$ cat config.mk
export PLATFORM = sky130hd
export DESIGN_NAME = stop_mode_standby_control
export DESIGN_NICKNAME = d
export VERILOG_FILES = /design/src/inc/smsc_pkg.sv /design/src/inc/smsc_wait_if.sv /design/src/rtl/smsc_wait_timer.sv /design/src/rtl/smsc_periph_gate.sv /design/src/rtl/stop_mode_standby_control.sv
export SDC_FILE = /design/constraint.sdc
export NUM_CORES = 1
export LEC_CHECK = 0
export BUFFER_PORTS_ARGS = -buffer_cell sky130_fd_sc_hd__buf_2
export CAP_MARGIN = 20
export CORE_MARGIN = 1
export CORE_UTILIZATION = 35
export CTS_CLUSTER_SIZE = 12
export DETAILED_ROUTE_END_ITERATION = 8
export SYNTH_ARGS = -nofsm -noshare
export SYNTH_HDL_FRONTEND = slang
export SYNTH_HIERARCHICAL = 1
export SYNTH_SLANG_ARGS = --single-unit
$ cat constraint.sdc
create_clock -name clk -period 4.1 [get_ports clk]
set_clock_uncertainty 0.1 [all_clocks]
set_input_delay 0.82 -clock clk [delete_from_list [all_inputs] [get_ports clk]]
set_output_delay 0.82 -clock clk [all_outputs]
set_load 0.03 [all_outputs]
$ cat src/inc/smsc_pkg.sv
// constants, types and helpers for the stop mode standby controller
// Notes on behaviour
// - timer51 runs only on its external input
// - interval timer a needs running timer50 output
// - interval timer b needs low-speed clock choices
// - watch, clock out, lcd need sub clock
// - watchdog loses clock when oscillator stoppable
// - async serials need running timer50 output
// - clocked serials need external serial clock
// - low-speed oscillator keeps state through stop
// - amplifier high, internal clock: hold cpu clock
// - amplifier high, external clock: hold 160 clocks
// - post-release wait 8 vectored, 2 otherwise
// - unmasked interrupt request releases stop
// - after stabilization vector or next instruction
// - only interrupt or reset ends stop
// - reset ends stop, restart at reset vector
// - stop entered only from main system clock
// - pending unmasked interrupt: skip stop, go straight to stabilization
package smsc_pkg;

  localparam int IRQ_W = 8;
  localparam int ADDR_W = 4;
  localparam int DATA_W = 8;
  localparam int CNT_W = 17;

  // register map
  localparam logic [ADDR_W-1:0] ADDR_CTRL = 4'h0;
  localparam logic [ADDR_W-1:0] ADDR_STAT = 4'h4;
  localparam int CTRL_SEL_LSB = 0;
  localparam int CTRL_SEL_W = 3;
  localparam int CTRL_AMPLIFIER_HIGH_SETTING_BIT = 3;
  localparam int CTRL_LSOSC_BIT = 4;
  localparam logic [DATA_W-1:0] CTRL_RESET = 8'h10;
  localparam logic [DATA_W-1:0] RD_NONE = 8'h00;
  localparam int STAT_STANDBY_BIT = 0;
  localparam int STAT_STAB_BIT = 1;
  localparam int STAT_HOLD_BIT = 2;
  localparam int STAT_VEC_BIT = 3;
  localparam int STAT_DONE_BIT = 4;

  // timing
  localparam int CLK_MHZ = 40;
  localparam int HOLD_MIN_NS = 4060;
  localparam int HOLD_MAX_NS = 16120;
  localparam int HOLD_INT_CYC = (HOLD_MIN_NS * CLK_MHZ + 999) / 1000;
  localparam int HOLD_EXT_CLKS = 160;
  localparam int WAIT_VEC_CLKS = 8;
  localparam int WAIT_NEXT_CLKS = 2;
  localparam int NO_STAB_CYC = 1;

  // cpu clock sources
  localparam logic [1:0] SRC_INT_HIGH = 2'h0;
  localparam logic [1:0] SRC_CRYSTAL = 2'h1;
  localparam logic [1:0] SRC_EXT = 2'h2;

  // interval timer b count clock codes on the low-speed clock
  localparam logic [2:0] ITB_SEL_LS = 3'h5;
  localparam logic [2:0] ITB_SEL_LS_D7 = 3'h6;
  localparam logic [2:0] ITB_SEL_LS_D9 = 3'h7;

  // peripheral enable indices
  localparam int PE_TIMER50 = 0;
  localparam int PE_TIMER51 = 1;
  localparam int PE_ITA = 2;
  localparam int PE_ITB = 3;
  localparam int PE_WATCH = 4;
  localparam int PE_CLKOUT = 5;
  localparam int PE_LCD = 6;
  localparam int PE_ASYNC_A = 7;
  localparam int PE_ASYNC_B = 8;
  localparam int PE_CSER_A = 9;
  localparam int PE_CSER_B = 10;
  localparam int PE_TWO_WIRE = 11;
  localparam int PE_ADC = 12;
  localparam int PE_N = 13;

  typedef enum logic [2:0] {
    ST_RUN, ST_STOP, ST_STAB, ST_HOLD, ST_WAIT
  } smsc_state_t;

  // cycle count to timer load value (timer counts n-1 down to zero)
  function automatic logic [CNT_W-1:0] smsc_load(input int n);
    int m;
    m = (n < 1) ? 0 : n - 1;
    return m[CNT_W-1:0];
  endfunction

endpackage

$ cat src/inc/smsc_wait_if.sv
// load and done handshake between sequencer and wait timer
interface smsc_wait_if;
  logic                        load;
  logic [smsc_pkg::CNT_W-1:0]  value;
  logic                        tick;
  logic                        done;
  modport ctrl (output load, output value, output tick, input done);
  modport cnt  (input load, input value, input tick, output done);
endinterface

$ cat src/rtl/smsc_wait_timer.sv
// down counter for stabilization, clock hold and post-release wait
module smsc_wait_timer (
  input  wire logic   clk,
  input  wire logic   rst,
  smsc_wait_if.cnt    w
);

  logic [smsc_pkg::CNT_W-1:0] cnt_q;
  logic                       busy_q;
  logic                       at_zero;

  assign at_zero = (cnt_q == '0);
  // kept free of load: load follows done, so a load term would loop
  assign w.done  = busy_q & at_zero;

  // reload wins over counting; tick lets the hold count external clocks
  always_ff @(posedge clk or posedge rst) begin
    if (rst) begin
      cnt_q  <= '0;
      busy_q <= 1'b0;
    end else if (w.load) begin
      cnt_q  <= w.value;
      busy_q <= 1'b1;
    end else if (busy_q & w.tick & ~at_zero) begin
      cnt_q  <= cnt_q - 1'b1;
    end
  end

endmodule

$ cat src/rtl/smsc_periph_gate.sv
// per-peripheral clock gate decode from standby and clock selections
module smsc_periph_gate (
  input  wire logic                       standby,
  input  wire logic                       t50_ext_sel,
  input  wire logic                       t50_running,
  input  wire logic                       t51_ext_sel,
  input  wire logic                       ita_t50_sel,
  input  wire logic [2:0]                 itb_sel,
  input  wire logic                       watch_sub_sel,
  input  wire logic                       clkout_sub_sel,
  input  wire logic                       lcd_sub_sel,
  input  wire logic                       async_a_t50_sel,
  input  wire logic                       async_b_t50_sel,
  input  wire logic                       cser_a_ext_sel,
  input  wire logic                       cser_b_ext_sel,
  output wire logic [smsc_pkg::PE_N-1:0]  en
);

  logic t50_live;
  logic itb_ls;

  // timer50 output only counts as a clock while timer50 itself runs
  assign t50_live = t50_running & t50_ext_sel;
  assign itb_ls = (itb_sel == smsc_pkg::ITB_SEL_LS) |
                  (itb_sel == smsc_pkg::ITB_SEL_LS_D7) |
                  (itb_sel == smsc_pkg::ITB_SEL_LS_D9);

  // outside standby everything runs; in standby each needs a live clock
  assign en[smsc_pkg::PE_TIMER50] = ~standby | t50_ext_sel;
  assign en[smsc_pkg::PE_TIMER51] = ~standby | t51_ext_sel;
  assign en[smsc_pkg::PE_ITA] = ~standby | (ita_t50_sel & t50_live);
  assign en[smsc_pkg::PE_ITB] = ~standby | itb_ls;
  assign en[smsc_pkg::PE_WATCH] = ~standby | watch_sub_sel;
  assign en[smsc_pkg::PE_CLKOUT] = ~standby | clkout_sub_sel;
  assign en[smsc_pkg::PE_LCD] = ~standby | lcd_sub_sel;
  assign en[smsc_pkg::PE_ASYNC_A] =
    ~standby | (async_a_t50_sel & t50_live);
  assign en[smsc_pkg::PE_ASYNC_B] =
    ~standby | (async_b_t50_sel & t50_live);
  assign en[smsc_pkg::PE_CSER_A] = ~standby | cser_a_ext_sel;
  assign en[smsc_pkg::PE_CSER_B] = ~standby | cser_b_ext_sel;
  assign en[smsc_pkg::PE_TWO_WIRE] = ~standby;
  assign en[smsc_pkg::PE_ADC] = ~standby;

endmodule

$ cat src/rtl/stop_mode_standby_control.sv
// stop mode sequencer: entry, release, stabilization, gating, registers
module stop_mode_standby_control #(
  parameter int STAB_CYC_0 = 2048,
  parameter int STAB_CYC_1 = 8192,
  parameter int STAB_CYC_2 = 16384,
  parameter int STAB_CYC_3 = 32768,
  parameter int STAB_CYC_4 = 65536
) (
  input  wire logic                          clk,
  input  wire logic                          rst,
  // register port
  input  wire logic [smsc_pkg::ADDR_W-1:0]   addr,
  input  wire logic [smsc_pkg::DATA_W-1:0]   wr_data,
  input  wire logic                          wr_en,
  input  wire logic                          rd_en,
  output logic      [smsc_pkg::DATA_W-1:0]   rd_data_q,
  // cpu side
  input  wire logic                          stop_exec,
  input  wire logic                          cpu_on_main_clock,
  input  wire logic [1:0]                    cpu_clk_src,
  input  wire logic                          ext_clk_tick,
  input  wire logic                          int_enable,
  // interrupt logic
  input  wire logic [smsc_pkg::IRQ_W-1:0]    int_req,
  input  wire logic [smsc_pkg::IRQ_W-1:0]    int_mask,
  // option setting
  input  wire logic                          lsosc_sw_stoppable,
  // peripheral clock selections
  input  wire logic                          t50_ext_sel,
  input  wire logic                          t50_running,
  input  wire logic                          t51_ext_sel,
  input  wire logic                          ita_t50_sel,
  input  wire logic [2:0]                    itb_sel,
  input  wire logic                          watch_sub_sel,
  input  wire logic                          clkout_sub_sel,
  input  wire logic                          lcd_sub_sel,
  input  wire logic                          async_a_t50_sel,
  input  wire logic                          async_b_t50_sel,
  input  wire logic                          cser_a_ext_sel,
  input  wire logic                          cser_b_ext_sel,
  // gates and sequencing results
  output logic                               cpu_clk_en_q,
  output logic      [smsc_pkg::PE_N-1:0]     periph_en_q,
  output logic                               lsosc_en_q,
  output logic                               wdt_clk_en_q,
  output logic                               standby_q,
  output logic                               vector_req_q,
  output logic                               next_instr_q,
  output logic                               reset_vector_q
);

  ////////////////////////////////////////////////////////////////////////
  // declarations

  smsc_pkg::smsc_state_t       state_q;
  smsc_pkg::smsc_state_t       state_d;
  logic [smsc_pkg::DATA_W-1:0] ctrl_q;
  logic                        amplifier_high_setting_q;
  logic [1:0]                  src_q;
  logic [smsc_pkg::CTRL_SEL_W-1:0] sel_q;
  logic                        vec_q;
  logic                        stab_done_q;
  logic                        wake;
  logic                        enter_ok;
  logic                        need_hold;
  logic                        hold_ext;
  logic                        vec_d;
  logic                        leave_wait;
  logic                        standby_d;
  logic                        cpu_clk_en_d;
  logic                        lsosc_run_d;
  logic                        lsosc_en_d;
  logic                        wdt_clk_en_d;
  logic [smsc_pkg::CNT_W-1:0]  stab_val;
  logic [smsc_pkg::CNT_W-1:0]  hold_val;
  logic [smsc_pkg::CNT_W-1:0]  wait_val;
  logic [smsc_pkg::PE_N-1:0]   periph_en_d;
  logic                        ctrl_wr;
  logic                        stat_rd;
  logic                        ctrl_rd;
  logic [smsc_pkg::DATA_W-1:0] stat_word;
  logic [smsc_pkg::DATA_W-1:0] rd_data_d;

  smsc_wait_if wt ();

  ////////////////////////////////////////////////////////////////////////
  // release and entry conditions

  // any request with its mask clear wakes the sequencer
  assign wake = |(int_req & ~int_mask);
  // stop only taken from the main system clock
  assign enter_ok = stop_exec & cpu_on_main_clock;
  // amplifier hold applies only to the internal or external clock
  assign need_hold = amplifier_high_setting_q & ((src_q == smsc_pkg::SRC_INT_HIGH) |
                               (src_q == smsc_pkg::SRC_EXT));
  assign hold_ext = (src_q == smsc_pkg::SRC_EXT);
  // acknowledgement is decided when stabilization ends
  assign vec_d = (state_q == smsc_pkg::ST_STAB) ? int_enable : vec_q;
  assign leave_wait = (state_q == smsc_pkg::ST_WAIT) & wt.done;

  ////////////////////////////////////////////////////////////////////////
  // load values for the wait timer

  // stabilization selection as latched at stop entry
  always_comb begin
    case (sel_q)
      3'h0:    stab_val = smsc_pkg::smsc_load(STAB_CYC_0);
      3'h1:    stab_val = smsc_pkg::smsc_load(STAB_CYC_1);
      3'h2:    stab_val = smsc_pkg::smsc_load(STAB_CYC_2);
      3'h3:    stab_val = smsc_pkg::smsc_load(STAB_CYC_3);
      3'h4:    stab_val = smsc_pkg::smsc_load(STAB_CYC_4);
      default: stab_val = smsc_pkg::smsc_load(STAB_CYC_4);
    endcase
  end

  // internal clock held in clk cycles, external clock in its own edges
  assign hold_val = hold_ext ?
    smsc_pkg::smsc_load(smsc_pkg::HOLD_EXT_CLKS) :
    smsc_pkg::smsc_load(smsc_pkg::HOLD_INT_CYC);
  // shortest wait of each pair; the cpu clock runs during it
  assign wait_val = vec_d ?
    smsc_pkg::smsc_load(smsc_pkg::WAIT_VEC_CLKS) :
    smsc_pkg::smsc_load(smsc_pkg::WAIT_NEXT_CLKS);

  ////////////////////////////////////////////////////////////////////////
  // sequencer next state

  // only a wake request leaves stop; reset is the async path
  always_comb begin
    state_d = state_q;
    case (state_q)
      smsc_pkg::ST_RUN: begin
        if (enter_ok) begin
          // pending request drops straight into stabilization
          state_d = wake ? smsc_pkg::ST_STAB :
                           smsc_pkg::ST_STOP;
        end
      end
      smsc_pkg::ST_STOP: begin
        if (wake) begin
          state_d = smsc_pkg::ST_STAB;
        end
      end
      smsc_pkg::ST_STAB: begin
        if (wt.done) begin
          state_d = need_hold ? smsc_pkg::ST_HOLD : smsc_pkg::ST_WAIT;
        end
      end
      smsc_pkg::ST_HOLD: begin
        if (wt.done) begin
          state_d = smsc_pkg::ST_WAIT;
        end
      end
      smsc_pkg::ST_WAIT: begin
        if (wt.done) begin
          state_d = smsc_pkg::ST_RUN;
        end
      end
      default: state_d = smsc_pkg::ST_RUN;
    endcase
  end

  ////////////////////////////////////////////////////////////////////////
  // wait timer control

  // load on every entry into a timed state
  assign wt.load = (state_d != state_q) &
                   ((state_d == smsc_pkg::ST_STAB) |
                    (state_d == smsc_pkg::ST_HOLD) |
                    (state_d == smsc_pkg::ST_WAIT));
  // stabilization is entered from run or stop, so use next-state values
  assign wt.value =
    (state_d == smsc_pkg::ST_STAB) ?
      stab_entry_val(state_q == smsc_pkg::ST_RUN, cpu_clk_src, src_q,
                     ctrl_q[smsc_pkg::CTRL_SEL_LSB +: smsc_pkg::CTRL_SEL_W],
                     stab_val) :
    (state_d == smsc_pkg::ST_HOLD) ? hold_val : wait_val;
  // external-clock hold advances only on external clock edges
  assign wt.tick = ((state_q == smsc_pkg::ST_HOLD) & hold_ext) ?
                   ext_clk_tick : 1'b1;

  // entry from run has no latched source yet; take the live one
  // every value read comes in as an argument so the assign tracks it
  function automatic logic [smsc_pkg::CNT_W-1:0] stab_entry_val(
    input logic                            from_run,
    input logic [1:0]                      live_src,
    input logic [1:0]                      held_src,
    input logic [smsc_pkg::CTRL_SEL_W-1:0] live_sel,
    input logic [smsc_pkg::CNT_W-1:0]      held_val
  );
    logic [1:0] s;
    s = from_run ? live_src : held_src;
    if (s != smsc_pkg::SRC_CRYSTAL) begin
      return smsc_pkg::smsc_load(smsc_pkg::NO_STAB_CYC);
    end
    if (from_run) begin
      return stab_sel_val(live_sel);
    end
    return held_val;
  endfunction

  function automatic logic [smsc_pkg::CNT_W-1:0] stab_sel_val(
    input logic [smsc_pkg::CTRL_SEL_W-1:0] sel
  );
    case (sel)
      3'h0:    return smsc_pkg::smsc_load(STAB_CYC_0);
      3'h1:    return smsc_pkg::smsc_load(STAB_CYC_1);
      3'h2:    return smsc_pkg::smsc_load(STAB_CYC_2);
      3'h3:    return smsc_pkg::smsc_load(STAB_CYC_3);
      default: return smsc_pkg::smsc_load(STAB_CYC_4);
    endcase
  endfunction

  smsc_wait_timer u_wait (
    .clk (clk),
    .rst (rst),
    .w   (wt.cnt)
  );

  ////////////////////////////////////////////////////////////////////////
  // gate decode

  // cpu clock stays off through stop, stabilization and hold
  assign standby_d = (state_d == smsc_pkg::ST_STOP) |
                     (state_d == smsc_pkg::ST_STAB) |
                     (state_d == smsc_pkg::ST_HOLD);
  assign cpu_clk_en_d = ~standby_d;
  // software may stop the oscillator only when the option allows it
  assign lsosc_run_d = ctrl_q[smsc_pkg::CTRL_LSOSC_BIT] | ~lsosc_sw_stoppable;
  // in standby the oscillator keeps whatever state it had
  assign lsosc_en_d = standby_d ? lsosc_en_q : lsosc_run_d;
  // watchdog loses its clock in standby if the option lets it stop
  assign wdt_clk_en_d = lsosc_en_d &
                        ~(standby_d & lsosc_sw_stoppable);

  smsc_periph_gate u_gate (
    .standby         (standby_d),
    .t50_ext_sel     (t50_ext_sel),
    .t50_running     (t50_running),
    .t51_ext_sel     (t51_ext_sel),
    .ita_t50_sel     (ita_t50_sel),
    .itb_sel         (itb_sel),
    .watch_sub_sel   (watch_sub_sel),
    .clkout_sub_sel  (clkout_sub_sel),
    .lcd_sub_sel     (lcd_sub_sel),
    .async_a_t50_sel (async_a_t50_sel),
    .async_b_t50_sel (async_b_t50_sel),
    .cser_a_ext_sel  (cser_a_ext_sel),
    .cser_b_ext_sel  (cser_b_ext_sel),
    .en              (periph_en_d)
  );

  ////////////////////////////////////////////////////////////////////////
  // register port decode

  assign ctrl_wr = wr_en & (addr == smsc_pkg::ADDR_CTRL);
  assign ctrl_rd = rd_en & (addr == smsc_pkg::ADDR_CTRL);
  assign stat_rd = rd_en & (addr == smsc_pkg::ADDR_STAT);
  // status reflects the sequencer; unused bits read zero
  assign stat_word = {
    {(smsc_pkg::DATA_W - smsc_pkg::STAT_DONE_BIT - 1){1'b0}},
    stab_done_q,
    vec_q,
    state_q == smsc_pkg::ST_HOLD,
    state_q == smsc_pkg::ST_STAB,
    standby_q
  };
  // unmapped reads answer zero
  assign rd_data_d = ctrl_rd ? ctrl_q :
                     stat_rd ? stat_word : smsc_pkg::RD_NONE;

  ////////////////////////////////////////////////////////////////////////
  // state and latches

  // sequencer state; reset ends any stop at once
  always_ff @(posedge clk or posedge rst) begin
    if (rst) begin
      state_q <= smsc_pkg::ST_RUN;
    end else begin
      state_q <= state_d;
    end
  end

  // settings frozen at entry so a late write cannot change the release
  always_ff @(posedge clk or posedge rst) begin
    if (rst) begin
      amplifier_high_setting_q <= 1'b0;
      src_q  <= smsc_pkg::SRC_INT_HIGH;
      sel_q  <= '0;
    end else if ((state_q == smsc_pkg::ST_RUN) & enter_ok) begin
      amplifier_high_setting_q <= ctrl_q[smsc_pkg::CTRL_AMPLIFIER_HIGH_SETTING_BIT];
      src_q  <= cpu_clk_src;
      sel_q  <= ctrl_q[smsc_pkg::CTRL_SEL_LSB +: smsc_pkg::CTRL_SEL_W];
    end
  end

  // acknowledge decision and stabilization status
  always_ff @(posedge clk or posedge rst) begin
    if (rst) begin
      vec_q       <= 1'b0;
      stab_done_q <= 1'b0;
    end else begin
      vec_q       <= vec_d;
      stab_done_q <= ((state_q == smsc_pkg::ST_STAB) & wt.done) |
                     (stab_done_q & ~((state_q == smsc_pkg::ST_RUN) &
                                      enter_ok));
    end
  end

  // control register
  always_ff @(posedge clk or posedge rst) begin
    if (rst) begin
      ctrl_q <= smsc_pkg::CTRL_RESET;
    end else if (ctrl_wr) begin
      ctrl_q <= wr_data;
    end
  end

  // read data stands one cycle after the strobe
  always_ff @(posedge clk or posedge rst) begin
    if (rst) begin
      rd_data_q <= smsc_pkg::RD_NONE;
    end else begin
      rd_data_q <= rd_data_d;
    end
  end

  ////////////////////////////////////////////////////////////////////////
  // registered outputs

  // all gates flip on one edge so no peripheral outlives the cpu clock
  always_ff @(posedge clk or posedge rst) begin
    if (rst) begin
      cpu_clk_en_q <= 1'b1;
      periph_en_q  <= '1;
      standby_q    <= 1'b0;
    end else begin
      cpu_clk_en_q <= cpu_clk_en_d;
      periph_en_q  <= periph_en_d;
      standby_q    <= standby_d;
    end
  end

  // oscillator and watchdog clock enables
  always_ff @(posedge clk or posedge rst) begin
    if (rst) begin
      lsosc_en_q   <= 1'b1;
      wdt_clk_en_q <= 1'b1;
    end else begin
      lsosc_en_q   <= lsosc_en_d;
      wdt_clk_en_q <= wdt_clk_en_d;
    end
  end

  // one-cycle resume pulses at the end of the post-release wait; reset vector flag high from reset to the first clock
  always_ff @(posedge clk or posedge rst) begin
    if (rst) begin
      vector_req_q   <= 1'b0;
      next_instr_q   <= 1'b0;
      reset_vector_q <= 1'b1;
    end else begin
      vector_req_q   <= leave_wait & vec_q;
      next_instr_q   <= leave_wait & ~vec_q;
      reset_vector_q <= 1'b0;
    end
  end

endmodule

==> results of run 1 <==
## cell usage in the layout (no fill, tap or decap), types with 7 or more instances in the layout
cell type	n
a31oi_1	12
buf_2	80
clkbuf_8	9
dfrtp_1	47
dfstp_2	18
inv_1	16
mux2_2	15
nand2_1	25
nand2b_1	17
nand3_1	11
nor2_1	28
o21ai_0	14
o31ai_1	7
or4_1	7
## power by group
group	switching, mW	leakage [nW]	total [mW]	internal (mW)
clock	0.267	0.117	0.675	0.408
sequential	0.0194	0.784	0.694	0.675
combinational	0.0627	0.960	0.114	0.0515
## flip-flops by register name, summed over array words and instances (netlist names)
signal / flops
src_q: 2
u_wait/cnt_q: 17
reset_vector_q: 1
state_q: 3
vector_req_q: 1
lsosc_en_q: 1
u_wait/busy_q: 1
rd_data_q: 8
sel_q: 3
next_instr_q: 1
amplifier_high_setting_q: 1
stab_done_q: 1
vec_q: 1
periph_en_q: 13
standby_q: 1
cpu_clk_en_q: 1
wdt_clk_en_q: 1
ctrl_q: 8
## layer usage
layer  share of wire  global-route usage  vias up  wire, µm
met5               0                   0        -         0
met4           0.011              0.0620        0        85
met3           0.060              0.0504       10       456
met2            0.47               0.273       75      3590
met1            0.45               0.213     1308      3440
li1                -                   -     1307         -
## worst max-delay path by stage
stage	slack, ns	to	cells after the start
after floorplan	0.93	u_wait/cnt_q[13]	12
after global placement	1.01	u_wait/cnt_q[6]	11
after detailed placement	0.97	u_wait/cnt_q[6]	11
after CTS	0.92	u_wait/cnt_q[12]	9
after global routing	0.58	u_wait/cnt_q[4]	10
final	0.84	u_wait/cnt_q[12]	9
## layout make-up
class,count,area [µm²],share of cell area
Clock inverter,6,115,0.0287
Timing Repair Buffer,83,435,0.109
Tap cell,108,135,0.0337
Inverter,17,63.8,0.0159
Multi-Input combinational cell,226,1490,0.370
Sequential cell,65,1650,0.411
Clock buffer,10,128,0.0318
## worst reg2reg max path: cells and delay by family (launching register included)
kind / cells / cell delay (ns)
AOI/OAI and AO/OA: 3 / 0.63
and+or+nand+nor: 5 / 1.75
muxes: 1 / 0.26
DFF: 1 / 0.42
## cell families (layout without fill, tap and decap cells)
family	count (synthesis)	count (layout)	synth area share
buf+inv	30	116	0.0417
compound gates	64	64	0.138
simple gates	138	138	0.240
fa+ha+maj	1	1	0.00383
other cells	1	2	0.00115
flops	65	65	0.505
mux	21	21	0.0701
## per-stage QoR
stage / power, mW / util
after detailed placement: 0.820 / 0.422
after CTS: 1.50 / 0.449
after floorplan: 0.771 / -
final: 1.48 / 0.451
after global placement: 0.816 / 0.422
after global routing: 1.54 / 0.451
==> summary.txt, run 1 <==
Floorplanning
  • Die width: 98.6 µm
  • Die height: 98.6 µm
  • Initial core utilization: 0.368
  • Die area: 9730 µm²
  • Std cell rows: 34
  • IO Pins: 81
  • CORE AREA: 8890 µm²

Detailed routing
  • Wirelength, routed: 7570 µm
  • Wire per inst: 14.7 µm
  • Vias/cell: 5.24
  • DRC Markers: 0
  • Detailed Route Iter0 Violations: 107
  • DR pass1 iterations: 4
  • DRT antenna net count: 0
  • DR vias: 2700

Synth
  • Mapped Cells: 320
  • Top cell type by total area after synthesis: dfrtp_1
  • Avg Cell Area, Syn: 10.2 µm²
  • Yosys top cell area share: 0.360
  • Count leader, synth: dfrtp_1
  • Number of synthesized flops with an enable pin: 0
  • Ys Warns: 6
  • Async S/R FF share, synth: 1.00
  • Synth top cells by count: dfrtp_1 (47), nor2_1 (28), nand2_1 (25)
  • Netlist Area Pre-Place: 3270 µm²
  • Most used DFF post-synth: dfrtp_1
  • Register area share after synthesis: 0.505
  • FF+latch count, synth: 65
  • Synth area leaders: dfrtp_1 (36%), dfstp_2 (14%), mux2_2 (5.2%), nand2b_1 (3.3%), nor2_1 (3.2%)
  • Yosys cell types: 57

Final layout
  • Area growth from synthesis to layout: 22.8%
  • Layout net count: 456
  • Antenna diodes: 0
  • Layout cells sized above 1: 0.373
  • Post-route cell area: 4010 µm²
  • Non-filler cells, final: 515
  • Fillers: 852

CTS
  • # Post-CTS Setup Buffers: 0
  • Total CTS buffers: 9
  • Post-cts sizing count: 0
  • Clk Latency, worst-skew pair: 0.34 ns
  • CTS max path bufs: 2
  • Root Driver: clkbuf_8
  • CTS tree: yes
  • H-tree Lvls: 3
  • Clock sinks: 65
  • Worst-path clk slew: 0.08 ns
  • Hold buffer count at cts: 0

Setup path
  • Worst reg2reg path depth: 9
  • Max incr delay on CP: 0.68 ns
  • Slowest CP cell: nor4_1
  • Crit end category: flip-flop
  • CP cell instances: nor4_1, and4_1, and2_1, mux2i_1, nand2b_1, o211ai_4, a211oi_2, nor2_1, a31oi_1
  • Worst Path Max Fanout: 9
  • FF-to-FF Start: u_wait/cnt_q[13]
  • Setup crit start kind: flip-flop
  • R2R setup slack: 0.84 ns
  • Capturing point of the worst reg2reg path: u_wait/cnt_q[12]
  • Worst Setup Path Type: reg -> reg
  • Delay-heaviest family, CP: simple AND/OR/NAND/NOR gates
  • Setup crit start: u_wait/cnt_q[13]
  • Required time worst endpoint: 4.25 ns
  • WP buf/inv: 0
  • CP arrival: 3.40 ns

Timing
  • Hold Slack: 0.379 ns
  • Worst-margin pin slew: 0.743 ns
  • Final Cycle Share: 0.794
  • Final setup viols: 0
  • Min Tclk post-route: 3.26 ns
  • F_max: 0.307 GHz
  • Relative slew slack: 0.500
  • Worst setup margin: 0.843 ns
  • Final hold violation count: 0
  • Setup TNS: 0 ns
  • Slew Viols, Final: 0
  • Unrepaired setup endpoints after global routing: no

GRT
  • Gr usage total: 0.168
  • First-pass GRT wire length: 13000 µm
  • Total congestion overflow: 0
  • Pin count of the biggest net entering global routing: 48
  • Initial antenna violation count: 0
  • Vias in the first global route: 2745

Min path
  • Hold path startpoint: ctrl_q[6]
  • Hold path endpoint: rd_data_q[6]
  • Hold Path Class: reg -> reg
  • Worst Hold Depth: 1

Power
  • Pwr dens: 370 nW/µm²
  • Worst vdd ir: 224 µV
  • Leakage: 1.86 nW

Run
  • Max_cap viols: 0

Place
  • Buffers added on ports: 80
  • DPL Wire Length: 5430 µm
  • Placed cells: 498
  • Gpl congestion: 0.778
  • Placed inst area: 3750 µm²
  • DP Worst Slack: 0.969 ns

Status
  • Status: complete, no violations
(Power assumes the default switching activity.)
==> run 2: changes to the inputs <==
==> constraint.sdc (replaced) <==
create_clock -name clk -period 2.7 [get_ports clk]
set_clock_uncertainty 0.1 [all_clocks]
set_input_delay 0.54 -clock clk [delete_from_list [all_inputs] [get_ports clk]]
set_output_delay 0.54 -clock clk [all_outputs]
set_load 0.03 [all_outputs]
==> summary.txt, run 2 (synthesis results as in run 1) <==
Floorplanning
  • Die area: 9730 µm² (unchanged)
  • Die width: 98.6 µm (unchanged)
  • Std cell rows: 34 (unchanged)
  • Die height: 98.6 µm (unchanged)
  • CORE AREA: 8890 µm² (unchanged)
  • IO Pins: 81 (unchanged)
  • Initial core utilization: 0.368 (unchanged)

Power
  • Clock power frac: 0.422 (was 0.455)
  • Net Sw Power: 539 µW (was 349 µW)
  • Internal power: 1.59 mW (was 1.13 mW)
  • Comb pwr share: 0.081 (was 0.077)
  • Flop pwr share: 0.496 (was 0.468)
  • Leakage: 2.00 nW (was 1.86 nW)
  • Switching Fraction: 0.253 (was 0.236)
  • Pwr dens: 504 nW/µm² (was 370 nW/µm²)
  • Worst vdd ir: 275 µV (was 224 µV)

GRT
  • Gr usage total: 0.173 (was 0.168)
  • Vias in the first global route: 2837 (was 2745)
  • Initial antenna violation count: 0 (unchanged)
  • Pin count of the biggest net entering global routing: 27 (was 48)
  • Total congestion overflow: 0 (unchanged)
  • First-pass GRT wire length: 13300 µm (was 13000 µm)

Timing
  • Unrepaired setup endpoints after global routing: no (unchanged)
  • Final hold violation count: 0 (unchanged)
  • Hold Slack: 0.144 ns (was 0.379 ns)
  • Min Tclk post-route: 2.54 ns (was 3.26 ns)
  • Slew Viols, Final: 0 (unchanged)
  • Final setup viols: 0 (unchanged)
  • Relative slew slack: 0.508 (was 0.500)
  • Setup TNS: 0 ns (unchanged)
  • Final Cycle Share: 0.941 (was 0.794)
  • F_max: 0.394 GHz (was 0.307 GHz)
  • Worst-margin pin slew: 0.738 ns (was 0.743 ns)

CTS
  • Total CTS buffers: 9 (unchanged)
  • Clock sinks: 65 (unchanged)
  • CTS max path bufs: 2 (unchanged)
  • Worst-path clk slew: 0.08 ns (about the same)
  • CTS tree: yes (unchanged)
  • H-tree Lvls: 3 (unchanged)
  • Root Driver: clkbuf_8 (unchanged)
  • Hold buffer count at cts: 0 (unchanged)
  • Clk Latency, worst-skew pair: 0.35 ns (was 0.34 ns)

Setup path
  • Required time worst endpoint: 2.89 ns (was 4.25 ns)
  • Setup crit start kind: flip-flop (unchanged)
  • Worst Setup Path Type: reg -> reg (unchanged)
  • R2R setup slack: 0.16 ns (was 0.84 ns)
  • Crit end category: flip-flop (unchanged)
  • CP arrival: 2.73 ns (was 3.40 ns)
  • Worst Path Max Fanout: 8 (was 9)

Detailed routing
  • DRC Markers: 0 (unchanged)
  • Vias/cell: 5.19 (was 5.24)
  • DR pass1 iterations: 4 (unchanged)
  • WL met2: 3670 µm (was 3590 µm)
  • DRT antenna net count: 0 (unchanged)
  • DRT met1 WL: 3640 µm (was 3440 µm)
  • Detailed Route Iter0 Violations: 91 (was 107)
  • Wirelength, routed: 7830 µm (was 7570 µm)
  • Max Used Layer: met4 (unchanged)
  • DR vias: 2799 (was 2700)
  • WL met3: 367 µm (was 456 µm)
  • Wire per inst: 14.5 µm (was 14.7 µm)

Final layout
  • Largest register FFs: 17 (unchanged)
  • Commonest non-fill, non-tap cell in the layout: buf_2 (unchanged)
  • Fillers: 851 (was 852)
  • Layout cells sized above 1: 0.427 (was 0.373)
  • Most flop-heavy register: u_wait/cnt_q (unchanged)
  • Most frequent cells in the layout: buf_2 (80), dfrtp_1 (47), nor2_1 (28) (unchanged)
  • Antenna diodes: 0 (unchanged)
  • Post-route cell area: 4230 µm² (was 4010 µm²)
  • Area growth from synthesis to layout: 29.4% (was 22.8%)
  • Layout net count: 480 (was 456)
  • Largest registers: u_wait/cnt_q x17, periph_en_q x13 (unchanged)

Place
  • Placed inst area: 3970 µm² (was 3750 µm²)
  • DPL Wire Length: 5820 µm (was 5430 µm)
  • Buffers added on ports: 80 (unchanged)
  • Gpl congestion: 0.792 (was 0.778)

Status
  • Status: complete, no violations (unchanged)

Run
  • Max_cap viols: 0 (unchanged)

Min path
  • Hold Path Class: in -> async (was reg -> reg)
## run 2: layer usage
layer,vias up,global-route usage
met2,64,0.284
met3,15,0.0426
met1,1366,0.218
met5,-,0
li1,1354,-
met4,0,0.0723
## run 2: worst paths after layout
path,startpoint,to,cells past startpoint
hold / removal,rst,sel_q[0],2
hold reg to reg,ctrl_q[6],rd_data_q[6],1
setup / recovery,u_wait/cnt_q[1],u_wait/cnt_q[8],12
setup reg to reg,u_wait/cnt_q[1],u_wait/cnt_q[8],12
min in group clk,lsosc_sw_stoppable,wdt_clk_en_q,2
max in group asynchronous,rst,periph_en_q[1],3
## run 2: repair_timing
item,4_1_cts,5_1_grt
resized for setup,0,6
setup endpoints to repair,0,14
hold endpoints to repair,0,0
buffers inserted,0,2
## run 2: stage by stage
| step | utilization | power (mW) | setup slack (ns) | instances |
|---|---|---|---|---|
| CTS | 0.470 | 2.16 | 0.00807 | 536 |
| floorplan | - | 1.17 | 0.00419 | 321 |
| finish | 0.476 | 2.13 | 0.160 | 539 |
| detailed placement | 0.447 | 1.25 | 0.0571 | 520 |
| global placement | 0.447 | 1.24 | 0.125 | 520 |
| global route | 0.476 | 2.22 | 0.0136 | 539 |
## run 2: cell type report
class / count / area (µm²) / share of cell area
clock buffers: 11 / 153 / 0.0361
inverters: 17 / 63.8 / 0.0151
flip-flops and latches: 65 / 1650 / 0.390
repair buffers: 107 / 632 / 0.149
clock inverters: 5 / 60.1 / 0.0142
multi-input cells: 226 / 1540 / 0.363
well taps: 108 / 135 / 0.0320
## run 2: power groups by stage
stage                     logic, mW  registers (mW)  clock network, mW
after floorplan              0.0786            1.09                  0
after global placement        0.172            1.07                  0
after detailed placement      0.176            1.07                  0
after CTS                     0.177            1.06              0.926
after global routing          0.193            1.06              0.965
final                         0.173            1.06              0.899
## run 2: critical path: stages, from the launching register on
cell and delay, ns:
dfrtp_1 0.34, inv_1 0.06, ha_2 0.17, nor4b_2 0.15, and4_1 0.24, and2_4 0.18, buf_4 0.14, inv_1 0.08
o21ai_2 0.08, buf_4 0.19, buf_4 0.15, or4_1 0.51, nand3_1 0.09
